[src/gis_defs.svh]
// Purpose: offsets, field positions, reset values and bus command codes
// Assumes: APB with 32-bit data, one aligned word per register
// Notes:   included by the command decoder, the status word block and the test
`ifndef GIS_DEFS_SVH
`define GIS_DEFS_SVH

// Register byte offsets
`define GIS_OFF_STATUS   12'h000
`define GIS_OFF_ERRCODE  12'h004
`define GIS_OFF_COUNT    12'h008
`define GIS_OFF_CTRL     12'h00c
`define GIS_OFF_CALL     12'h010
`define GIS_OFF_ADDR     12'h014

// Status word bit positions
`define GIS_BIT_ERR      15
`define GIS_BIT_TIMEOUT_FLAG     14
`define GIS_BIT_END      13
`define GIS_BIT_SRQ      12
`define GIS_BIT_COMPLETION_FLAG     8
`define GIS_BIT_LOK      7
`define GIS_BIT_REM      6
`define GIS_BIT_CIC      5
`define GIS_BIT_ATN      4
`define GIS_BIT_TACS     3
`define GIS_BIT_LACS     2
`define GIS_BIT_DTAS     1
`define GIS_BIT_DCAS     0

// Control register fields
`define GIS_CTRL_EOS_EN  0
`define GIS_CTRL_EOI_ONLY 1
`define GIS_CTRL_SEC_EN  2
`define GIS_CTRL_EOS_LSB 8

// Call register fields
`define GIS_CALL_ERR     15
`define GIS_CALL_TIMEOUT_FLAG    14
`define GIS_CALL_IO      13
`define GIS_CALL_DTAS_CLR 1
`define GIS_CALL_DCAS_CLR 0
`define GIS_CALL_CODE_LSB 16

// Reset values
`define GIS_RST_STATUS   16'h0100
`define GIS_RST_CTRL     16'h0000
`define GIS_RST_ADDR     16'h0000

// Bus command bytes (ATN true)
`define GIS_CMD_GTL      8'h01
`define GIS_CMD_SDC      8'h04
`define GIS_CMD_GET      8'h08
`define GIS_CMD_LLO      8'h11
`define GIS_CMD_DCL      8'h14
`define GIS_CMD_UNL      8'h3f
`define GIS_CMD_UNT      8'h5f

`endif

[src/gis_pkg.sv]
// Purpose: shared types for the interface status word block
// Assumes: constants come from gis_defs.svh
// Notes:   types only
package gis_pkg;
	typedef logic [15:0] gis_word_t;
	typedef enum logic [1:0] {
		GIS_IDLE  = 2'b00,
		GIS_XFER  = 2'b01,
		GIS_DONE  = 2'b10
	} gis_xfer_e;
endpackage

[src/gis_cmd_decode.sv]
// Purpose: decodes one bus command byte seen with attention true
// Assumes: address bytes use the usual 0x20 listen / 0x40 talk groups
// Notes:   purely combinational
`timescale 1ns/1ps
`include "gis_defs.svh"
module gis_cmd_decode (
	input  wire logic [7:0] cmd_byte,
	input  wire logic [4:0] own_addr,
	output logic            is_my_listen,
	output logic            is_my_talk,
	output logic            is_other_talk,
	output logic            is_unl,
	output logic            is_unt,
	output logic            is_llo,
	output logic            is_gtl,
	output logic            is_get,
	output logic            is_dcl,
	output logic            is_sdc,
	output logic            is_secondary
);
	wire [6:0] code = cmd_byte[6:0];

	// Address groups and universal or addressed commands
	assign is_unl        = code == 7'(`GIS_CMD_UNL);
	assign is_unt        = code == 7'(`GIS_CMD_UNT);
	assign is_my_listen  = code[6:5] == 2'h1 && !is_unl
		&& code[4:0] == own_addr;
	assign is_my_talk    = code[6:5] == 2'h2 && !is_unt
		&& code[4:0] == own_addr;
	assign is_other_talk = code[6:5] == 2'h2 && !is_unt
		&& code[4:0] != own_addr;
	assign is_llo        = code == 7'(`GIS_CMD_LLO);
	assign is_gtl        = code == 7'(`GIS_CMD_GTL);
	assign is_get        = code == 7'(`GIS_CMD_GET);
	assign is_dcl        = code == 7'(`GIS_CMD_DCL);
	assign is_sdc        = code == 7'(`GIS_CMD_SDC);
	assign is_secondary  = code[6:5] == 2'h3 && code != 7'h7f;
endmodule

[src/gis_xfer_counter.sv]
// Purpose: unsigned byte counter for one transfer
// Assumes: start clears, each byte strobe adds one
// Notes:   wraps past its width
`timescale 1ns/1ps
module gis_xfer_counter #(
	parameter int WIDTH = 32
) (
	input  wire logic             core_clk,
	input  wire logic             reset_n,
	input  wire logic             start,
	input  wire logic             byte_stb,
	output logic      [WIDTH-1:0] count
);
	// Clear on start, then count bytes
	always_ff @(posedge core_clk or negedge reset_n) begin
		if (!reset_n)
			count <= '0;
		else if (start)
			count <= '0;
		else if (byte_stb)
			count <= count + WIDTH'(1);
	end
endmodule

[src/gis_status_word.sv]
// Purpose: interface status word, error code and byte count over APB
// Assumes: bus event inputs are synchronous one-cycle strobes
// Notes:   call end is a write to the call register
`timescale 1ns/1ps
`include "gis_defs.svh"

// Operation
// - Keep a sixteen-bit status word, refreshed at every rising clock edge.
// - After each call, expose status, error code and byte count.
// - Some flags apply to all calls, others only board-level.
// - Bit 15 error flag set on failing call, cleared on clean call.
// - Error code only meaningful while the error flag is set.
// - Bit 14 timeout on wait or transfer time-out, else cleared.
// - Bit 13 end on EOI or enabled EOS byte, cleared at transfer start.
// - With EOI-only option, end flag set on EOI alone.
// - Bit 12 follows controller-in-charge AND service request line.
// - Bit 8 completion set when transfer done, clear while in progress.
// - Bit 7 lockout set on Local Lockout, cleared when REN drops.
// - Bit 6 remote set by REN plus own listen address.
// - Remote cleared on REN drop or Go To Local while listener.
// - Bits 5 to 0 hold controller, attention, talk, listen, trigger, clear.
// - Byte count is unsigned, up to a 4 GB range.
// - Controller flag set on take or receive control, cleared IFC or pass.
// - Attention flag follows the ATN line.
// - Talker set on own talk address, cleared UNT, own listen, other talk, IFC.
// - Listener set on own listen address, cleared UNL, own talk, IFC.
module gis_status_word
	import gis_pkg::*;
#(
	parameter int CNT_W = 32
) (
	input  wire logic              core_clk,
	input  wire logic              reset_n,
	input  wire logic              psel,
	input  wire logic              penable,
	input  wire logic              pwrite,
	input  wire logic [11:0]       paddr,
	input  wire logic [31:0]       pwdata,
	output logic      [31:0]       prdata,
	output logic                   pready,
	output logic                   pslverr,
	input  wire logic              atn_line,
	input  wire logic              srq_line,
	input  wire logic              ren_line,
	input  wire logic              ifc_line,
	input  wire logic              cmd_stb,
	input  wire logic [7:0]        cmd_data,
	input  wire logic              xfer_start,
	input  wire logic              byte_stb,
	input  wire logic [7:0]        byte_data,
	input  wire logic              byte_eoi,
	input  wire logic              xfer_done,
	input  wire logic              ctrl_take,
	input  wire logic              ctrl_pass,
	output gis_pkg::gis_word_t     status_word,
	output logic      [15:0]       error_code,
	output logic      [CNT_W-1:0]  xfer_count,
	output logic                   eoi_only_mode
);
	import gis_pkg::*;

	// APB decode
	wire acc    = psel && penable;
	wire wr     = acc && pwrite;
	wire hit_st = paddr == `GIS_OFF_STATUS;
	wire hit_ec = paddr == `GIS_OFF_ERRCODE;
	wire hit_ct = paddr == `GIS_OFF_COUNT;
	wire hit_cr = paddr == `GIS_OFF_CTRL;
	wire hit_cl = paddr == `GIS_OFF_CALL;
	wire hit_ad = paddr == `GIS_OFF_ADDR;
	wire mapped = hit_st || hit_ec || hit_ct || hit_cr || hit_cl || hit_ad;
	wire call_wr = wr && hit_cl;
	assign pready  = 1'b1;
	assign pslverr = acc && !mapped;

	// Control and address registers
	logic [15:0] ctrl_reg;
	logic [15:0] addr_reg;
	logic [15:0] errc_reg;
	always_ff @(posedge core_clk or negedge reset_n) begin
		if (!reset_n) begin
			ctrl_reg <= `GIS_RST_CTRL;
			addr_reg <= `GIS_RST_ADDR;
		end else begin
			if (wr && hit_cr)
				ctrl_reg <= pwdata[15:0];
			if (wr && hit_ad)
				addr_reg <= pwdata[15:0];
		end
	end
	wire       eos_en   = ctrl_reg[`GIS_CTRL_EOS_EN];
	wire       eoi_only = ctrl_reg[`GIS_CTRL_EOI_ONLY];
	wire       sec_en   = ctrl_reg[`GIS_CTRL_SEC_EN];
	wire [7:0] eos_char = ctrl_reg[`GIS_CTRL_EOS_LSB +: 8];
	assign eoi_only_mode = eoi_only;

	// Command byte decode
	logic my_lsn, my_tlk, oth_tlk, unl, unt, llo, gtl, get, dcl, sdc, sec;
	gis_cmd_decode u_dec (
		.cmd_byte      (cmd_data),
		.own_addr      (addr_reg[4:0]),
		.is_my_listen  (my_lsn),
		.is_my_talk    (my_tlk),
		.is_other_talk (oth_tlk),
		.is_unl        (unl),
		.is_unt        (unt),
		.is_llo        (llo),
		.is_gtl        (gtl),
		.is_get        (get),
		.is_dcl        (dcl),
		.is_sdc        (sdc),
		.is_secondary  (sec)
	);
	wire cs = cmd_stb && atn_line;
	wire sec_ok = sec && cmd_data[4:0] == addr_reg[12:8];

	// Pending primary address when secondary addressing is enabled
	logic pend_lsn_reg;
	logic pend_tlk_reg;
	always_ff @(posedge core_clk or negedge reset_n) begin
		if (!reset_n) begin
			pend_lsn_reg <= 1'b0;
			pend_tlk_reg <= 1'b0;
		end else if (cs) begin
			pend_lsn_reg <= sec_en && my_lsn;
			pend_tlk_reg <= sec_en && my_tlk;
		end
	end
	wire lsn_hit = cs && (sec_en ? pend_lsn_reg && sec_ok : my_lsn);
	wire tlk_hit = cs && (sec_en ? pend_tlk_reg && sec_ok : my_tlk);

	// Transfer counter
	gis_xfer_counter #(.WIDTH(CNT_W)) u_cnt (
		.core_clk (core_clk),
		.reset_n  (reset_n),
		.start    (xfer_start),
		.byte_stb (byte_stb),
		.count    (xfer_count)
	);

	// Transfer state
	gis_xfer_e xs_reg;
	gis_xfer_e xs_next;
	always_comb begin
		xs_next = xs_reg;
		case (xs_reg)
			GIS_IDLE: begin
				if (xfer_start)
					xs_next = GIS_XFER;
			end
			GIS_XFER: begin
				if (xfer_done)
					xs_next = GIS_DONE;
			end
			GIS_DONE: begin
				if (xfer_start)
					xs_next = GIS_XFER;
			end
			default: xs_next = GIS_IDLE;
		endcase
	end

	// Live bus state flags
	logic cic_reg, tacs_reg, lacs_reg, lok_reg, rem_reg;
	logic end_reg, dtas_reg, dcas_reg;
	wire eos_hit = byte_stb && eos_en && byte_data == eos_char;
	always_ff @(posedge core_clk or negedge reset_n) begin
		if (!reset_n) begin
			xs_reg   <= GIS_IDLE;
			cic_reg  <= 1'b0;
			tacs_reg <= 1'b0;
			lacs_reg <= 1'b0;
			lok_reg  <= 1'b0;
			rem_reg  <= 1'b0;
			end_reg  <= 1'b0;
			dtas_reg <= 1'b0;
			dcas_reg <= 1'b0;
		end else begin
			xs_reg <= xs_next;
			if (ctrl_take)
				cic_reg <= 1'b1;
			else if (ifc_line || ctrl_pass)
				cic_reg <= 1'b0;
			if (tlk_hit)
				tacs_reg <= 1'b1;
			else if (ifc_line || (cs && (unt || my_lsn || oth_tlk)))
				tacs_reg <= 1'b0;
			if (lsn_hit)
				lacs_reg <= 1'b1;
			else if (ifc_line || (cs && (unl || my_tlk)))
				lacs_reg <= 1'b0;
			if (!ren_line)
				lok_reg <= 1'b0;
			else if (cs && llo)
				lok_reg <= 1'b1;
			if (!ren_line || (cs && gtl && lacs_reg))
				rem_reg <= 1'b0;
			else if (lsn_hit)
				rem_reg <= 1'b1;
			if (byte_stb && (byte_eoi || (!eoi_only && eos_hit)))
				end_reg <= 1'b1;
			else if (xfer_start)
				end_reg <= 1'b0;
			if (cs && get && lacs_reg)
				dtas_reg <= 1'b1;
			else if (call_wr && pwdata[`GIS_CALL_DTAS_CLR])
				dtas_reg <= 1'b0;
			if (cs && (dcl || (sdc && lacs_reg)))
				dcas_reg <= 1'b1;
			else if (call_wr && (pwdata[`GIS_CALL_DCAS_CLR]
				|| pwdata[`GIS_CALL_IO]))
				dcas_reg <= 1'b0;
		end
	end

	// Call-end latched error, timeout and error code
	logic err_reg, timeout_flag_reg;
	always_ff @(posedge core_clk or negedge reset_n) begin
		if (!reset_n) begin
			err_reg  <= 1'b0;
			timeout_flag_reg <= 1'b0;
			errc_reg <= 16'h0000;
		end else if (call_wr) begin
			err_reg  <= pwdata[`GIS_CALL_ERR];
			timeout_flag_reg <= pwdata[`GIS_CALL_TIMEOUT_FLAG];
			if (pwdata[`GIS_CALL_ERR])
				errc_reg <= pwdata[`GIS_CALL_CODE_LSB +: 16];
		end
	end
	assign error_code = err_reg ? errc_reg : 16'h0000;

	// Status word assembly
	gis_word_t sw;
	always_comb begin
		sw = 16'h0000;
		sw[`GIS_BIT_ERR]  = err_reg;
		sw[`GIS_BIT_TIMEOUT_FLAG] = timeout_flag_reg;
		sw[`GIS_BIT_END]  = end_reg;
		sw[`GIS_BIT_SRQ]  = cic_reg && srq_line;
		sw[`GIS_BIT_COMPLETION_FLAG] = xs_reg != GIS_XFER;
		sw[`GIS_BIT_LOK]  = lok_reg;
		sw[`GIS_BIT_REM]  = rem_reg;
		sw[`GIS_BIT_CIC]  = cic_reg;
		sw[`GIS_BIT_ATN]  = atn_line;
		sw[`GIS_BIT_TACS] = tacs_reg;
		sw[`GIS_BIT_LACS] = lacs_reg;
		sw[`GIS_BIT_DTAS] = dtas_reg;
		sw[`GIS_BIT_DCAS] = dcas_reg;
	end

	// Registered copy, updated every clock
	always_ff @(posedge core_clk or negedge reset_n) begin
		if (!reset_n)
			status_word <= `GIS_RST_STATUS;
		else
			status_word <= sw;
	end

	// Read data mux
	wire [31:0] rd_mux =
		hit_st ? {16'h0000, sw} :
		hit_ec ? {16'h0000, error_code} :
		hit_ct ? 32'(xfer_count) :
		hit_cr ? {16'h0000, ctrl_reg} :
		hit_ad ? {16'h0000, addr_reg} : 32'h0000_0000;
	always_ff @(posedge core_clk or negedge reset_n) begin
		if (!reset_n)
			prdata <= 32'h0000_0000;
		else if (psel && !penable && !pwrite)
			prdata <= rd_mux;
	end
endmodule

[config.mk]
export PLATFORM = sky130hd
export DESIGN_NAME = gis_status_word
export DESIGN_NICKNAME = d
export VERILOG_FILES = /design/src/gis_pkg.sv /design/src/gis_cmd_decode.sv /design/src/gis_xfer_counter.sv /design/src/gis_status_word.sv
export VERILOG_INCLUDE_DIRS = /design/src
export SDC_FILE = /design/constraint.sdc
export NUM_CORES = 1
export LEC_CHECK = 0
export CORE_AREA = 8 8 113 115
export DETAILED_ROUTE_END_ITERATION = 10
export DIE_AREA = 0 0 121 123
export DONT_BUFFER_PORTS = 1
export HOLD_SLACK_MARGIN = 0.1
export PLACE_DENSITY_LB_ADDON = 0.12
export SYNTH_ARGS = -nofsm -noshare
export SYNTH_HDL_FRONTEND = slang
export SYNTH_HIERARCHICAL = 1
export SYNTH_SLANG_ARGS = --single-unit
[constraint.sdc]
create_clock -name core_clk -period 5.64 [get_ports core_clk]
set_input_delay 0.846 -clock core_clk [delete_from_list [all_inputs] [get_ports core_clk]]
set_output_delay 0.846 -clock core_clk [all_outputs]
set_load 0.1 [all_outputs]
Word level (Yosys, flattened, before mapping)
Index checks and enable logic that the tools add are counted.
{"block": "totals", "register_bits": 139, "in_bits": 76, "out_inout_bits": 99, "word_cells": 148}
{"block": "classes", "add_sub_neg": 1, "eq_ne": 26, "mux": 29, "reduce_logical": 73}
{"cell": "2-to-1 mux 32 bit", "count": 5}
{"cell": "2-to-1 mux 16 bit", "count": 3}
{"cell": "logical AND 1 bit", "count": 38}
{"cell": "adder 32 x 1 -> 32 bit (second input constant)", "count": 1}
{"cell": "== test 12 x 4 -> 1 bit (second input constant)", "count": 2}
{"cell": "== test 12 x 5 -> 1 bit (second input constant)", "count": 2}
{"cell": "2-to-1 mux 1 bit", "count": 18}
{"cell": "nonzero test 2 bit", "count": 8}
{"cell": "logical OR 1 bit", "count": 15}
{"cell": "== test 7 x 5 -> 1 bit (second input constant)", "count": 2}
{"cell": "== test 12 x 3 -> 1 bit (second input constant)", "count": 1}
{"cell": "logical NOT 12 bit", "count": 1}
{"cell": "== test 5 bit", "count": 2}
{"cell": "== test 8 bit", "count": 1}
{"cell": "== test 7 x 1 -> 1 bit (second input constant)", "count": 1}
{"cell": "== test 7 x 3 -> 1 bit (second input constant)", "count": 1}
{"cell": "== test 7 x 4 -> 1 bit (second input constant)", "count": 1}
{"cell": "== test 7 x 6 -> 1 bit (second input constant)", "count": 1}
{"cell": "== test 7 bit (second input constant)", "count": 1}
{"cell": "logical NOT 1 bit", "count": 7}
{"cell": "inequality test 7 bit (second input constant)", "count": 1}
{"cell": "== test 2 bit (second input constant)", "count": 3}
{"cell": "inequality test 2 x 1 -> 1 bit (second input constant)", "count": 3}
{"cell": "inequality test 5 bit", "count": 1}
{"cell": "other kinds (7)", "count": 10}

Depth between registers and ports, before layout
{"block": "depth", "word_depth": 10, "depth_mapped": 6, "ltp_nobuf": 6}

Cells and area by module
Netlist, hierarchy kept.
{"module": "gis_status_word", "instances": 1, "cells_each": 433, "area_each_um2": 5076.1, "seq_area_each_um2": 2678.8}
{"module": "gis_xfer_counter", "instances": 1, "cells_each": 183, "area_each_um2": 1714.1, "seq_area_each_um2": 800.8}
{"module": "gis_cmd_decode", "instances": 1, "cells_each": 30, "area_each_um2": 225.2, "seq_area_each_um2": 0.0}

Worst setup path after synthesis
No wires, ideal clock.
{"block": "synth_timing", "path_kind": "input to output", "from": "input port paddr[6]", "to": "output port pslverr", "t_arrival_ns": 2.940, "required_ns": 4.794, "setup_slack_ns": 1.854, "stages": 5, "path_buffers": 2, "cell_sequence": "nor4_1 buf_2 clkbuf_1 nand2b_1 a31oi_1"}
{"block": "synth_via", "elab_chain_cells": 8, "elab_cells_between_ends": 13, "classes_between": "5 x eq/ne; 8 x reduce/logical"}
{"item": "from (decl)", "line": "gis_status_word.sv:37", "rtl": "input wire logic [11:0] paddr,"}
{"item": "== test 12 x 3 -> 1 bit (no source line) / logical NOT 12 bit (equally long branches)"}
{"item": "logical OR 1 bit (4 in series)", "line": "gis_status_word.sv:71", "rtl": "wire mapped = hit_st || hit_ec || hit_ct || hit_cr || hit_cl || hit_ad;"}
{"item": "logical OR 1 bit (*)", "line": "gis_status_word.sv:71"}
{"item": "logical NOT 1 bit (*)", "line": "gis_status_word.sv:74", "rtl": "assign pslverr = acc && !mapped;"}
{"item": "logical AND 1 bit (*)", "line": "gis_status_word.sv:74"}
{"item": "to (decl)", "line": "gis_status_word.sv:41", "rtl": "output logic pslverr,"}
Mark *: on every way between the ends. The rest lies on a longest branch, timed or not.

Worst setup path in the final report
{"block": "layout_timing", "from": "register u_cnt.count[1]", "to": "register u_cnt.count[30]"}
{"block": "layout_via", "elab_chain_cells": 3}
{"item": "from (decl)", "line": "gis_xfer_counter.sv:12", "rtl": "output logic [WIDTH-1:0] count"}
{"item": "from (signal assigned)", "line": "gis_xfer_counter.sv:21", "rtl": "count <= count + WIDTH'(1);"}
{"item": "adder 32 x 1 -> 32 bit", "line": "gis_xfer_counter.sv:21"}
{"item": "2-to-1 mux 32 bit", "line": "gis_xfer_counter.sv:20", "rtl": "else if (byte_stb)"}
{"item": "2-to-1 mux 32 bit", "line": "gis_xfer_counter.sv:18", "rtl": "else if (start)"}
Every way passes these cells. The select of a mux whose other input is x is not followed.
A chain may end at the register's enable or synchronous reset.

==> flow_summary.yaml <==
worst_setup_path:
  path_delay_family: "simple AND/OR/NAND/NOR gates"
  cp.required_ns: 5.98
  cp-start-kind: "register"
  crit_path_end_kind: "register"
  critPathMaxFanout: 13
  cp.arrival_ns: 3.61
  critPathSlowestCell: "dfrtp_1"
  max_stage_delay_ns: 1.04
  reg2regPathDepth: 5
  cp.depth: 5
  path_class: "register to register"
  cp_cell_sequence: "ha_1, o2111ai_1, or3_1, or4_1, a21oi_1"
  path_buf_inv: 0
synth:
  syn_area_per_cell_um2: 10.9
  syn_area_mm2: 0.00702
  ys_types: 65
  syn_inst: 646
  async_flop_share_pct: 100
  ys_seq_elements: 139
  synth_ff_type: "dfrtp_1"
  synth_edf_count: 0
  yosysWarnings: 6
  seq_area_frac_synth_pct: 49.6
floorplanning:
  rows: 39
  ioPinCount: 175
  core_mm2: 0.0111
  die_width_um: 121
  initial_core_util_pct: 63.3
  die_y_um: 123
  die_area_mm2: 0.0149
route:
  vias: 5202
  wl_um: 19400
  drt_pass1_iterations: 5
  drc_errors: 0
  vias_per_cell: 6.62
  routedWlPerCell_um: 24.7
  ant_nets: 0
  drt_iter0_drc: 533
clock_tree:
  cts.sinks: 139
  clk_pin_slew_worst_paths_ns: 0.06
  clk_latency_ns: 0.42
  htreeDepth: 4
  cts_buffer_depth: 2
  post-cts-setup-buffers: 0
  cts_tree: "done"
  numCtsBuffers: 17
  clock-root-buffer: "clkbuf_16"
  post_cts_resized: 0
  cts-hold-fix-buffers: 0
timing:
  hold_violations: 0
  worst_pin_slew_ns: 1.19
  slew_viol_final: 0
  skew_ns: 0.00683
  fin_crit_ns: 3.27
  whs_ns: 0.124
  maxSlewHeadroom_pct: 20.3
  post-route-period-util_pct: 58.0
  max_clock_freq_mhz: 306
  setup_ws_ns: 2.37
  finalSetupTns_ns: 0
  finalSetupViolCount: 0
  rsz0062_at_grt: "false"
final_layout:
  post-route-util_pct: 69.4
  area_delta_synth_final_pct: 9.52
  design_area_mm2: 0.00768
  fin_cells: 786
  diodes: 0
  fin_nets: 708
  drive_gt1_share_pct: 17.3
  largestRegisters: "prdata (32), u_cnt/count (32)"
placement:
  hpwl_um: 13900
  place_inst: 755
  gp_congestion: 0.897
  numPortBuffers: 0
  dp_worst_setup_slack_ns: 2.30
  placed_cell_area_mm2: 0.00703
grt:
  grt_max_degree: 140
  grt_antenna_before_repair: 0
  grt.total_usage_pct: 26.4
  grt_pass1_vias: 5192
  grt_overflow_total: 0
  grt_pass1_wl_um: 30100
pwr:
  fin_total_pwr_mw: 2.37
  max-vdd-ir-drop_mv: 0.259
  powerDensity_mw_per_mm2: 309
  p_leak_nw: 3.47
min_path:
  hold_path.class: "input pin to async pin"
status:
  status: "complete, no violations"
run:
  maxCapViolations: 0
==> routing by layer <==
layer  vias up  wire [um]  global-route usage [%]
met5         -          0                       0
met4         0        679                    12.2
met3        41       1710                    9.41
met2       222       9750                    43.2
met1      2617       7290                    30.7
li1       2322          -                       -
==> synthesized netlist by cell type (all sizes together), types with 16 or more instances <==
master / n / area share (%)
dfrtp: 138 / 49
clkbuf: 23 / 1.2
a21oi: 17 / 1.2
nand3: 54 / 3.9
nor2: 31 / 1.7
xnor2: 16 / 2.0
a21o: 21 / 2.2
a22o: 16 / 2.0
and2: 20 / 1.8
nand2: 54 / 3.0
buf: 21 / 2.3
mux2: 57 / 10
o211ai: 16 / 1.7
==> report_power, final <==
part	leakage (nW)	switching (mW)	internal [mW]
Sequential	1.92	0.0557	1.01
Clock	0.314	0.415	0.816
Combinational	1.23	0.0484	0.0259
Total	3.47	0.519	1.85
==> layout by cell type (no fill, tap or decap), types with 9 or more instances in the layout <==
cell type,count
a21o_1,21
a21oi_1,17
a221o_1,13
a22o_1,16
and2_1,20
clkbuf_16,17
dfrtp_1,138
inv_1,13
mux2_2,38
mux2_4,19
nand2_1,52
nand3_1,54
nor2_1,31
nor2b_1,11
nor3_1,13
o211ai_1,16
o21ai_0,10
or3_1,9
xnor2_1,16
xor2_1,13
==> path summary, 6_finish.rpt <==
kind	startpoint	endpoint	slack (ns)
max in group asynchronous	reset_n	status_word[8]	5.32
min in group core_clk	dtas_reg	status_word[1]	0.41
hold / removal	reset_n	u_cnt/count[14]	0.12
setup reg to reg	u_cnt/count[1]	u_cnt/count[30]	2.37
hold reg to reg	dtas_reg	status_word[1]	0.41
setup / recovery	u_cnt/count[1]	u_cnt/count[30]	2.37
==> cell type report <==
class                   instances  area [um2]
flip-flops and latches        139        3480
fillers                       833        3390
multi-input cells             451        3240
clock buffers                  20         467
clock inverters                11         191
well taps                     143         179
inverters                      14        66.3
repair buffers                  8        60.1
==> cells by family (layout without fill, tap and decap cells) <==
group / Yosys count / in the layout / share of synthesized area, %
buffers and inverters: 58 / 53 / 4.49
adders and majority gates: 1 / 1 / 0.178
AOI/OAI and AO/OA: 119 / 119 / 12.8
other: 2 / 4 / 0.107
muxes: 58 / 58 / 10.3
xor gates and xnor gates: 29 / 29 / 3.62
DFF: 139 / 139 / 49.6
and+or+nand+nor: 240 / 240 / 18.9
(Power assumes the default switching activity.)
